**config.mk**
```make
export PLATFORM = sky130hd
export DESIGN_NAME = rrtc_top
export DESIGN_NICKNAME = d
export VERILOG_FILES = /design/src/rrtc_pkg.sv /design/src/rrtc_sync.sv /design/src/rrtc_top.sv
export SDC_FILE = /design/constraint.sdc
export NUM_CORES = 2
export LEC_CHECK = 0
export BUFFER_PORTS_ARGS = -buffer_cell sky130_fd_sc_hd__buf_2
export CAP_MARGIN = 20
export CORE_ASPECT_RATIO = 1.75
export CORE_MARGIN = 2
export CORE_UTILIZATION = 50
export DETAILED_ROUTE_END_ITERATION = 6
export PLACE_DENSITY = 0.68
export SETUP_SLACK_MARGIN = 0.02
export SKIP_CTS_REPAIR_TIMING = 1
export SLEW_MARGIN = 20
export SYNTH_ARGS = -nofsm -noshare
export SYNTH_HDL_FRONTEND = slang
export SYNTH_SLANG_ARGS = --single-unit
```
**constraint.sdc**
```tcl
create_clock -name i_clk -period 72.9 [get_ports i_clk]
set_clock_uncertainty 0.15 [all_clocks]
set_input_delay 3.645 -clock i_clk [delete_from_list [all_inputs] [get_ports i_clk]]
set_output_delay 3.645 -clock i_clk [all_outputs]
set_load 0.1 [all_outputs]
```
**src/rrtc_pkg.sv**
```systemverilog
// package: constants, register map and carrier types of the run and ramp time controller
package rrtc_pkg;
  // ==========================================================================
  // clock and timing
  localparam int CLK_FREQ_HZ = 100_000_000;
  localparam int SETTLE_STEP_MS = 1;
  localparam int CYC_PER_MS = CLK_FREQ_HZ / 1000 * SETTLE_STEP_MS;
  localparam int UNIT_FINE_MS = 10;
  localparam int CYC_PER_FINE = CLK_FREQ_HZ / 1000 * UNIT_FINE_MS;
  // one cycle longer than the pin synchroniser, so the power-up decision sees settled pins
  localparam logic [2:0] STARTUP_CYC = 3'h5;
  // ==========================================================================
  // widths and limits
  localparam int FW = 16;
  localparam int NUM_TIMES = 8;
  localparam int IRQ_W = 4;
  localparam logic [15:0] TIME_MAX = 16'h1770;
  localparam logic [15:0] SETTLE_MIN = 16'h0001;
  localparam logic [15:0] SETTLE_MAX = 16'h1388;
  localparam logic [1:0] SRC_TERM_ONE = 2'h1;
  localparam logic [1:0] SRC_TERM_TWO = 2'h2;
  localparam logic [1:0] UNIT_FINE = 2'h0;
  localparam logic [1:0] UNIT_COARSE = 2'h2;
  localparam int SEARCH_PWRUP_BIT = 4;
  localparam int SEARCH_RESTART_BIT = 2;
  // interrupt bit positions
  localparam int IRQ_TRIP = 0;
  localparam int IRQ_START = 1;
  localparam int IRQ_SET = 2;
  localparam int IRQ_REACH = 3;
  // ==========================================================================
  // register byte offsets
  localparam logic [7:0] OFS_CTRL = 8'h00;
  localparam logic [7:0] OFS_MAX_FREQ = 8'h04;
  localparam logic [7:0] OFS_TARGET = 8'h08;
  localparam logic [7:0] OFS_SWITCH_FREQ = 8'h0C;
  localparam logic [7:0] OFS_SETTLE = 8'h10;
  localparam logic [7:0] OFS_STATUS = 8'h14;
  localparam logic [7:0] OFS_OUT_FREQ = 8'h18;
  localparam logic [7:0] OFS_IRQ_STAT = 8'h1C;
  localparam logic [7:0] OFS_IRQ_MASK = 8'h20;
  localparam logic [7:0] OFS_TIME0 = 8'h40;
  // ==========================================================================
  // reset values
  localparam logic [15:0] CTRL_RST = 16'h0021;
  localparam logic [15:0] MAX_FREQ_RST = 16'h1770;
  localparam logic [15:0] SWITCH_FREQ_RST = 16'h0BB8;
  localparam logic [15:0] SETTLE_RST = 16'h0001;
  localparam logic [15:0] TIME_RST = 16'h00C8;
  localparam logic [1:0] RESP_OKAY = 2'h0;
  localparam logic [1:0] RESP_SLVERR = 2'h2;
  // ==========================================================================
  // carrier types
  typedef struct packed {
    logic [7:0] search_cfg;
    logic xcel_term;
    logic [1:0] time_unit;
    logic ramp_basis;
    logic restart_en;
    logic pwr_on_run;
    logic [1:0] cmd_src;
  } rrtc_ctrl_s;
  typedef struct packed {
    logic xcel_m;
    logic xcel_l;
    logic rx;
    logic fx;
  } rrtc_term_s;
endpackage : rrtc_pkg

```
**src/rrtc_sync.sv**
```systemverilog
// three-stage pin synchroniser; a change is taken once stages two and three agree
module rrtc_sync #(
  parameter int W = 4
) (
  input wire logic i_clk,
  input wire logic i_nrst,
  input wire logic [W-1:0] i_d,
  output logic [W-1:0] o_q
);
  logic [W-1:0] s1_r;
  logic [W-1:0] s2_r;
  logic [W-1:0] s3_r;
  logic [W-1:0] q_r;
  logic [W-1:0] q_nxt;

  // ==========================================================================
  // per bit: stage one feeds only stage two, so no logic sees a metastable value
  always_comb begin
    for (int b = 0; b < W; b++) begin
      q_nxt[b] = (s2_r[b] == s3_r[b]) ? s3_r[b] : q_r[b];
    end
  end

  always_ff @(posedge i_clk or negedge i_nrst) begin
    if (!i_nrst) begin
      s1_r <= '0;
      s2_r <= '0;
      s3_r <= '0;
      q_r <= '0;
    end else begin
      s1_r <= i_d;
      s2_r <= s1_r;
      s3_r <= s2_r;
      q_r <= q_nxt;
    end
  end

  assign o_q = q_r;
endmodule : rrtc_sync

```
**src/rrtc_top.sv**
```systemverilog
// run command, restart and ramp time control with an axi4-lite register slave
//
// Decided for this implementation: the placing of the registers and the AXI4-Lite interface to the registers.
module rrtc_top
  import rrtc_pkg::*;
#(
  parameter int P_CYC_PER_MS = CYC_PER_MS,
  parameter int P_CYC_PER_FINE = CYC_PER_FINE
) (
  input wire logic i_clk,
  input wire logic i_nrst,
  input wire logic i_fx,
  input wire logic i_rx,
  input wire logic i_xcel_l,
  input wire logic i_xcel_m,
  input wire logic i_trip,
  input wire logic i_trip_clr,
  input wire logic [7:0] i_awaddr,
  input wire logic i_awvalid,
  output logic o_awready,
  input wire logic [31:0] i_wdata,
  input wire logic [3:0] i_wstrb,
  input wire logic i_wvalid,
  output logic o_wready,
  output logic [1:0] o_bresp,
  output logic o_bvalid,
  input wire logic i_bready,
  input wire logic [7:0] i_araddr,
  input wire logic i_arvalid,
  output logic o_arready,
  output logic [31:0] o_rdata,
  output logic [1:0] o_rresp,
  output logic o_rvalid,
  input wire logic i_rready,
  output logic o_run,
  output logic o_reverse,
  output logic o_drive_en,
  output logic o_search,
  output logic [FW-1:0] o_freq,
  output logic o_irq
);
  // ==========================================================================
  // functions
  function automatic logic [FW-1:0] absdiff(input logic [FW-1:0] a, input logic [FW-1:0] b);
    return (a > b) ? a - b : b - a;
  endfunction : absdiff

  function automatic logic [15:0] rescale(input logic [15:0] v, input logic [1:0] from, input logic [1:0] to);
    logic [31:0] w;
    w = {16'h0000, v};
    if (to < from) begin
      w = (from - to == 2'h2) ? w * 32'd100 : w * 32'd10;
    end else if (to > from) begin
      w = (to - from == 2'h2) ? w / 32'd100 : w / 32'd10;
    end
    return (w > {16'h0000, TIME_MAX}) ? TIME_MAX : w[15:0];
  endfunction : rescale

  function automatic logic [15:0] clamp(input logic [15:0] v, input logic [15:0] lo, input logic [15:0] hi);
    return (v < lo) ? lo : ((v > hi) ? hi : v);
  endfunction : clamp

  // ==========================================================================
  // registers
  rrtc_ctrl_s ctrl_r;
  logic [FW-1:0] max_r, tgt_r, swf_r, settle_r, freq_r, span_r, last_tgt_r;
  logic [15:0] time_r [NUM_TIMES];
  logic [IRQ_W-1:0] irq_st_r, irq_mask_r, irq_ev;
  logic [2:0] startup_r;
  logic armed_r, trip_r, run_r, srch_kind_r, search_r, drive_r, rev_r, irq_r, pwr_pend_r;
  logic [1:0] set_r, xin_last_r, set_prev_r;
  logic [31:0] settle_cnt_r;
  logic [47:0] acc_r;
  logic aw_have_r, w_have_r, awready_r, wready_r, bvalid_r, arready_r, rvalid_r;
  logic [7:0] awaddr_r;
  logic [31:0] wdata_r, rdata_r;
  logic [1:0] bresp_r, rresp_r;
  rrtc_term_s term;

  rrtc_sync #(.W(4)) u_sync (
    .i_clk(i_clk),
    .i_nrst(i_nrst),
    .i_d({i_xcel_m, i_xcel_l, i_rx, i_fx}),
    .o_q(term)
  );

  // ==========================================================================
  // run command decode
  wire src_one = ctrl_r.cmd_src == SRC_TERM_ONE;
  wire src_term = src_one || ctrl_r.cmd_src == SRC_TERM_TWO;
  wire cmd_act = src_one ? (term.fx ^ term.rx) : (src_term & term.fx);
  wire startup_end = startup_r == 3'h1;
  wire booted = startup_r == 3'h0;
  wire clr_trip = trip_r & i_trip_clr;
  wire pwr_start = pwr_pend_r & ctrl_r.pwr_on_run & src_term & cmd_act;
  wire rst_start = clr_trip & ctrl_r.restart_en & src_term & cmd_act;
  wire trip_nxt = i_trip | (trip_r & ~i_trip_clr);
  wire armed_nxt = pwr_start | rst_start | ~cmd_act |
    (armed_r & ~clr_trip & ~startup_end);
  wire run_nxt = booted & armed_nxt & cmd_act & ~trip_nxt;

  // ==========================================================================
  // ramp set selection and settle window
  wire [1:0] xin = {term.xcel_m, term.xcel_l};
  wire xin_chg = xin != xin_last_r;
  wire [1:0] sel_set = ctrl_r.xcel_term ? set_r : ((freq_r < swf_r) ? 2'h1 : 2'h0);

  // ==========================================================================
  // ramp generator
  wire [FW-1:0] eff_tgt = run_r ? ((tgt_r > max_r) ? max_r : tgt_r) : '0;
  wire rising = freq_r < eff_tgt;
  wire [15:0] tsel = time_r[{sel_set, ~rising}];
  wire [47:0] unit_cyc = (ctrl_r.time_unit == UNIT_FINE) ? 48'(P_CYC_PER_FINE) :
    ((ctrl_r.time_unit == UNIT_COARSE) ? 48'(P_CYC_PER_FINE) * 48'd100 : 48'(P_CYC_PER_FINE) * 48'd10);
  wire [47:0] thr = 48'(tsel) * unit_cyc;
  wire [FW-1:0] span = ctrl_r.ramp_basis ? span_r : max_r;
  wire [47:0] acc_sum = acc_r + 48'(span);
  wire step = acc_sum >= thr;
  wire reached = freq_r == eff_tgt;

  // ==========================================================================
  // axi4-lite decode
  wire wr_go = aw_have_r & w_have_r & ~bvalid_r;
  wire rd_go = i_arvalid & arready_r;
  wire [7:0] tofs = awaddr_r - OFS_TIME0;
  wire wr_time = awaddr_r >= OFS_TIME0 && awaddr_r < OFS_TIME0 + 8'(4 * NUM_TIMES) && awaddr_r[1:0] == 2'h0;
  wire wr_hit = wr_time || awaddr_r inside {OFS_CTRL, OFS_MAX_FREQ, OFS_TARGET, OFS_SWITCH_FREQ,
    OFS_SETTLE, OFS_STATUS, OFS_OUT_FREQ, OFS_IRQ_STAT, OFS_IRQ_MASK};
  wire [15:0] wv = wdata_r[15:0]; // strobes applied at capture, the master may move them after
  wire [7:0] rofs = i_araddr - OFS_TIME0;
  wire rd_time = i_araddr >= OFS_TIME0 && i_araddr < OFS_TIME0 + 8'(4 * NUM_TIMES) && i_araddr[1:0] == 2'h0;
  wire rd_stat = rd_go && i_araddr == OFS_IRQ_STAT;
  wire [31:0] status_w = {22'h0, set_r, sel_set, srch_kind_r, armed_r, trip_r, drive_r, run_r, reached};
  logic [31:0] rd_val;
  logic rd_ok;
  always_comb begin
    rd_ok = 1'b1;
    rd_val = 32'h0000_0000;
    if (rd_time) begin
      rd_val = {16'h0000, time_r[rofs[4:2]]};
    end else begin
      unique case (i_araddr)
        OFS_CTRL: rd_val = {16'h0000, ctrl_r};
        OFS_MAX_FREQ: rd_val = {16'h0000, max_r};
        OFS_TARGET: rd_val = {16'h0000, tgt_r};
        OFS_SWITCH_FREQ: rd_val = {16'h0000, swf_r};
        OFS_SETTLE: rd_val = {16'h0000, settle_r};
        OFS_STATUS: rd_val = status_w;
        OFS_OUT_FREQ: rd_val = {16'h0000, freq_r};
        OFS_IRQ_STAT: rd_val = {28'h0, irq_st_r};
        OFS_IRQ_MASK: rd_val = {28'h0, irq_mask_r};
        default: rd_ok = 1'b0;
      endcase
    end
  end

  // ==========================================================================
  // interrupt events; a read clears, but an event in the same cycle stays set
  always_comb begin
    irq_ev = '0;
    irq_ev[IRQ_TRIP] = i_trip & ~trip_r;
    irq_ev[IRQ_START] = run_nxt & ~run_r;
    irq_ev[IRQ_SET] = sel_set != set_prev_r;
    irq_ev[IRQ_REACH] = run_r & reached & (last_tgt_r != freq_r || acc_r != '0);
  end
  wire [IRQ_W-1:0] irq_st_nxt = (irq_st_r & ~(rd_stat ? {IRQ_W{1'b1}} : '0)) | irq_ev;

  // ==========================================================================
  // bus slave
  always_ff @(posedge i_clk or negedge i_nrst) begin
    if (!i_nrst) begin
      aw_have_r <= 1'b0;
      w_have_r <= 1'b0;
      awready_r <= 1'b0;
      wready_r <= 1'b0;
      bvalid_r <= 1'b0;
      bresp_r <= RESP_OKAY;
      awaddr_r <= '0;
      wdata_r <= '0;
      arready_r <= 1'b0;
      rvalid_r <= 1'b0;
      rdata_r <= '0;
      rresp_r <= RESP_OKAY;
    end else begin
      if (i_awvalid & awready_r) begin
        aw_have_r <= 1'b1;
        awaddr_r <= i_awaddr;
      end else if (wr_go) begin
        aw_have_r <= 1'b0;
      end
      if (i_wvalid & wready_r) begin
        w_have_r <= 1'b1;
        wdata_r <= i_wdata & {{8{i_wstrb[3]}}, {8{i_wstrb[2]}}, {8{i_wstrb[1]}}, {8{i_wstrb[0]}}};
      end else if (wr_go) begin
        w_have_r <= 1'b0;
      end
      awready_r <= ~aw_have_r & ~(i_awvalid & awready_r) & ~bvalid_r;
      wready_r <= ~w_have_r & ~(i_wvalid & wready_r) & ~bvalid_r;
      if (wr_go) begin
        bvalid_r <= 1'b1;
        bresp_r <= wr_hit ? RESP_OKAY : RESP_SLVERR;
      end else if (i_bready) begin
        bvalid_r <= 1'b0;
      end
      arready_r <= ~rvalid_r & ~rd_go;
      if (rd_go) begin
        rvalid_r <= 1'b1;
        rdata_r <= rd_val;
        rresp_r <= rd_ok ? RESP_OKAY : RESP_SLVERR;
      end else if (i_rready) begin
        rvalid_r <= 1'b0;
      end
    end
  end

  // ==========================================================================
  // configuration registers; a unit change rescales every stored time
  always_ff @(posedge i_clk or negedge i_nrst) begin
    if (!i_nrst) begin
      ctrl_r <= CTRL_RST;
      max_r <= MAX_FREQ_RST;
      tgt_r <= '0;
      swf_r <= SWITCH_FREQ_RST;
      settle_r <= SETTLE_RST;
      irq_mask_r <= '0;
      for (int i = 0; i < NUM_TIMES; i++) begin
        time_r[i] <= TIME_RST;
      end
    end else if (wr_go) begin
      if (wr_time) begin
        time_r[tofs[4:2]] <= clamp(wv, 16'h0000, TIME_MAX);
      end
      unique case (awaddr_r)
        OFS_CTRL: begin
          ctrl_r <= wv;
          ctrl_r.time_unit <= (wv[6:5] > UNIT_COARSE) ? UNIT_COARSE : wv[6:5];
          for (int i = 0; i < NUM_TIMES; i++) begin
            time_r[i] <= rescale(time_r[i], ctrl_r.time_unit,
              (wv[6:5] > UNIT_COARSE) ? UNIT_COARSE : wv[6:5]);
          end
        end
        OFS_MAX_FREQ: max_r <= wv;
        OFS_TARGET: tgt_r <= wv;
        OFS_SWITCH_FREQ: swf_r <= wv;
        OFS_SETTLE: settle_r <= clamp(wv, SETTLE_MIN, SETTLE_MAX);
        OFS_IRQ_MASK: irq_mask_r <= wv[IRQ_W-1:0];
        default: ;
      endcase
    end
  end

  // ==========================================================================
  // run sequencing, settle window and ramp
  always_ff @(posedge i_clk or negedge i_nrst) begin
    if (!i_nrst) begin
      startup_r <= STARTUP_CYC;
      armed_r <= 1'b0;
      pwr_pend_r <= 1'b0;
      trip_r <= 1'b0;
      run_r <= 1'b0;
      srch_kind_r <= 1'b0;
      search_r <= 1'b0;
      drive_r <= 1'b0;
      rev_r <= 1'b0;
      irq_st_r <= '0;
      irq_r <= 1'b0;
      set_r <= 2'h0;
      set_prev_r <= 2'h0;
      xin_last_r <= 2'h0;
      settle_cnt_r <= '0;
      freq_r <= '0;
      acc_r <= '0;
      span_r <= '0;
      last_tgt_r <= '0;
    end else begin
      // pins settle in the synchroniser before power-up state is judged
      startup_r <= booted ? 3'h0 : startup_r - 3'h1;
      armed_r <= armed_nxt;
      pwr_pend_r <= (startup_end | pwr_pend_r) & cmd_act & ~pwr_start & ~trip_nxt; // lasts while held from power-up
      trip_r <= trip_nxt;
      run_r <= run_nxt;
      rev_r <= term.rx;
      if (pwr_start) begin
        srch_kind_r <= ctrl_r.search_cfg[SEARCH_PWRUP_BIT];
      end else if (rst_start) begin
        srch_kind_r <= ctrl_r.search_cfg[SEARCH_RESTART_BIT];
      end else if (!cmd_act) begin
        srch_kind_r <= 1'b0;
      end
      search_r <= run_nxt & ~run_r & srch_kind_r | run_nxt & ~run_r & (pwr_start | rst_start) &
        ctrl_r.search_cfg[pwr_start ? SEARCH_PWRUP_BIT : SEARCH_RESTART_BIT];
      drive_r <= ~trip_nxt & (run_nxt | freq_r != '0);
      irq_st_r <= irq_st_nxt;
      irq_r <= |(irq_st_nxt & irq_mask_r);
      set_prev_r <= sel_set;
      // every select change restarts the window, so a late second pin is seen too
      xin_last_r <= xin;
      if (xin_chg) begin
        settle_cnt_r <= 32'(settle_r) * 32'(P_CYC_PER_MS);
      end else if (settle_cnt_r == 32'h0000_0001) begin
        settle_cnt_r <= '0;
        set_r <= xin;
      end else if (settle_cnt_r != '0) begin
        settle_cnt_r <= settle_cnt_r - 32'h0000_0001;
      end
      if (eff_tgt != last_tgt_r) begin
        last_tgt_r <= eff_tgt;
        span_r <= absdiff(eff_tgt, freq_r);
      end
      // coasting on trip: output frequency drops to zero, no ramp
      if (trip_r) begin
        freq_r <= '0;
        acc_r <= '0;
      end else if (reached) begin
        acc_r <= '0;
      end else if (tsel == 16'h0000) begin
        freq_r <= eff_tgt;
        acc_r <= '0;
      end else if (step) begin
        acc_r <= acc_sum - thr;
        freq_r <= rising ? freq_r + 16'h0001 : freq_r - 16'h0001;
      end else begin
        acc_r <= acc_sum;
      end
    end
  end

  assign o_awready = awready_r;
  assign o_wready = wready_r;
  assign o_bvalid = bvalid_r;
  assign o_bresp = bresp_r;
  assign o_arready = arready_r;
  assign o_rvalid = rvalid_r;
  assign o_rdata = rdata_r;
  assign o_rresp = rresp_r;
  assign o_run = run_r;
  assign o_reverse = rev_r;
  assign o_drive_en = drive_r;
  assign o_search = search_r;
  assign o_freq = freq_r;
  assign o_irq = irq_r;
endmodule : rrtc_top

```
==> flow_summary.yaml <==
detailed_routing:
  drt_wl_total_mm: 374.5
  drtIter0Drc: 7510
  maxUsedRoutingLayer: "met5"
  met3WireLength_mm: 21.51
  wl_per_cell_um: 23.74
  wl_met2_mm: 186.8
  viasPerCell: 6.493
  dr.pass1.iters: 7
  wl_met1_mm: 129.8
  ant_nets: 0
  num_vias: 102400
  post-route-drc-count: 0
worst_setup_path:
  rr_worst_depth: 110
  crit_end: "time_r[19]"
  critical_path.max_fanout: 44
  crit_start: "ctrl_r[6]"
  cp-start-kind: "register"
  reg2reg_from: "ctrl_r[6]"
  regToRegSetupSlack_ns: 40.37
  crit_top_cell: "ha_1"
  slowest_delay_ns: 0.92
  worstReg2RegEnd: "time_r[19]"
  critPathKind: "register to register"
  cp-end-kind: "register"
  required_ns: 73.33
  slowest_stage: "a2111oi_1"
  arrival_ns: 32.96
global_routing:
  grt_antenna_before_repair: 21
  grt_pass1_vias: 101900
  overflow: 0
  grt_usage: 0.3513
  grt_pass1_wl_mm: 571.3
  grt_max_degree: 138
sta:
  rsz0062_at_grt: "no"
  hold_viol: 0
  postLayoutSetupSlackWorst_ns: 40.37
  relSlewSlack: 0.1475
  finalMaxSlewViolations: 0
  tns_ns: 0
  period_share: 0.4462
  period_needed_ns: 32.53
  fmax_ghz: 0.03075
  tightest_slew_ns: 1.279
  finalSetupViolCount: 0
cells_and_area:
  final_cell_mix: "ha_1 (1365), inv_1 (1323), nor2_1 (1109), nand2_1 (1076), a21oi_1 (900)"
  seqCellArea_mm2: 0.01074
  layout_commonest_cell: "ha_1"
  postLayoutCoreUtil: 0.5250
  area_delta_synth_final_pct: 4.486
  layout-drive-gt1-share: 0.07234
  fillerInstances: 19530
  multi_input_area_mm2: 0.08279
  finalNetCount: 14890
die:
  start_util: 0.5025
  die_area_mm2: 0.2061
  coreArea_mm2: 0.2013
  num_rows: 218
  die_w_um: 344.0
  io_pins: 127
  die_h_um: 599.0
clock_network:
  cts_sinks: 427
  cts_buffer_depth: 3
  htree_levels: 2
  numCtsBuffers: 45
  path_clk_slew_ns: 0.07
  cts-root-buf: "clkbuf_16"
  insertion_delay_ns: 0.68
  cts_tree: "yes"
logic_synthesis:
  async_flop_share: 1.000
  yosysUniqueCellTypes: 155
  ys_warn_count: 0
  synth_ff_type: "dfrtp_1"
  synth-edff-count: 0
  syn_inst: 13310
  syn_area_mm2: 0.1012
  avgSynthCellArea_um2: 7.603
  synth_seq_area_share: 0.1062
  ys_ff_latch: 427
placement:
  io_buffers: 90
  place_congestion: 1.040
  place_ws_ns: 40.90
  hpwlAfterDp_mm: 296.7
hold_path:
  hp-class: "register to register"
job:
  max_cap_viol_count: 0
run_status:
  outcome: "finished clean"
==> final cells by class <==
| cell class | count | share of cell area |
|---|---|---|
| Clock inverter | 29 | 0.003421 |
| Sequential cell | 427 | 0.1016 |
| Antenna cell | 14 | 0.0003315 |
| Tap cell | 2640 | 0.03125 |
| Timing Repair Buffer | 319 | 0.02089 |
| Clock buffer | 54 | 0.01154 |
| Multi-Input combinational cell | 10950 | 0.7833 |
| Inverter | 1340 | 0.04766 |
==> per-stage QoR <==
step | hold slack, ns | cell area (µm²) | std cells
after floorplan | 0.1812 | 101200 | 13330
after global placement | 0.1867 | 104000 | 15670
after detailed placement | 0.1918 | 104000 | 15670
after CTS | 0.2180 | 105600 | 15760
after global routing | 0.2224 | 105700 | 15760
final | 0.2121 | 105700 | 15770
==> routing by layer <==
metal,global-route usage,up-vias
met2,0.6382,3969
met1,0.3498,49200
met4,0.2935,12
met5,0,-
met3,0.05208,1558
li1,-,47680
==> registers in the layout (all words and copies together), names as in the netlist, 3 cells and up <==
| name | cells |
|---|---|
| u_sync.o_q | 4 |
| irq_st_r | 4 |
| ctrl_r | 16 |
| settle_cnt_r | 32 |
| tgt_r | 16 |
| o_rdata | 16 |
| settle_r | 16 |
| acc_r | 48 |
| swf_r | 16 |
| startup_r | 3 |
| awaddr_r | 8 |
| last_tgt_r | 16 |
| max_r | 16 |
| u_sync.s2_r | 4 |
| time_r | 128 |
| u_sync.s1_r | 4 |
| o_freq | 16 |
| span_r | 16 |
| u_sync.s3_r | 4 |
| irq_mask_r | 4 |
| wdata_r | 16 |
==> Yosys cell counts, types with 138 or more instances <==
cell	number	area, µm²
a211oi_1	195	1464
a21o_1	159	1194
a21oi_1	902	4514
a31oi_1	179	1120
and2_1	189	1182
clkbuf_1	407	1528
dfrtp_1	384	9609
fa_1	377	7547
ha_1	1365	17080
inv_1	1324	4970
mux2_2	138	1554
mux2i_1	173	1732
nand2_1	1077	4043
nand2b_1	147	919.6
nand3_1	280	1401
nor2_1	1111	4170
nor2b_1	158	988.5
nor3_1	349	1747
nor4_1	144	900.9
o211ai_1	197	1479
o21ai_0	783	3919
xnor2_1	540	4730
xor2_1	200	1752
==> logic make-up after synthesis <==
logic type | after synthesis | share of synthesized area
compound gates | 3946 | 0.2658
xor+xnor | 742 | 0.06439
fa+ha+maj | 1758 | 0.2451
buf+inv | 1948 | 0.07723
flops | 427 | 0.1062
mux | 349 | 0.04047
other cells | 1 | 0.00003707
simple gates | 4134 | 0.2008
==> worst max-delay path, delay by kind of cell, from the launching register on <==
family | cells | cell delay [ns]
flip-flops | 1 | 0.33
XOR/XNOR | 5 | 1.10
buffers and inverters | 9 | 1.70
AO/OA/AOI/OAI | 49 | 16.31
multiplexers | 1 | 0.33
AND/OR/NAND/NOR | 33 | 7.79
adder cells (fa/ha/maj) | 13 | 4.65
==> how the worst min path moves through the flow <==
stage | cells after the start | startpoint | slack [ns] | to
after global placement | 0 | u_sync.s1_r[3] | 0.19 | u_sync.s2_r[3]
final | 0 | u_sync.s1_r[0] | 0.21 | u_sync.s2_r[0]
after floorplan | 0 | u_sync.s1_r[0] | 0.18 | u_sync.s2_r[0]
after CTS | 0 | u_sync.s1_r[0] | 0.22 | u_sync.s2_r[0]
after global routing | 0 | u_sync.s1_r[0] | 0.22 | u_sync.s2_r[0]
after detailed placement | 0 | u_sync.s1_r[0] | 0.19 | u_sync.s2_r[0]
Power is not shown: default switching activity piles up to over one toggle a cycle in this logic, so the estimate is an artifact.
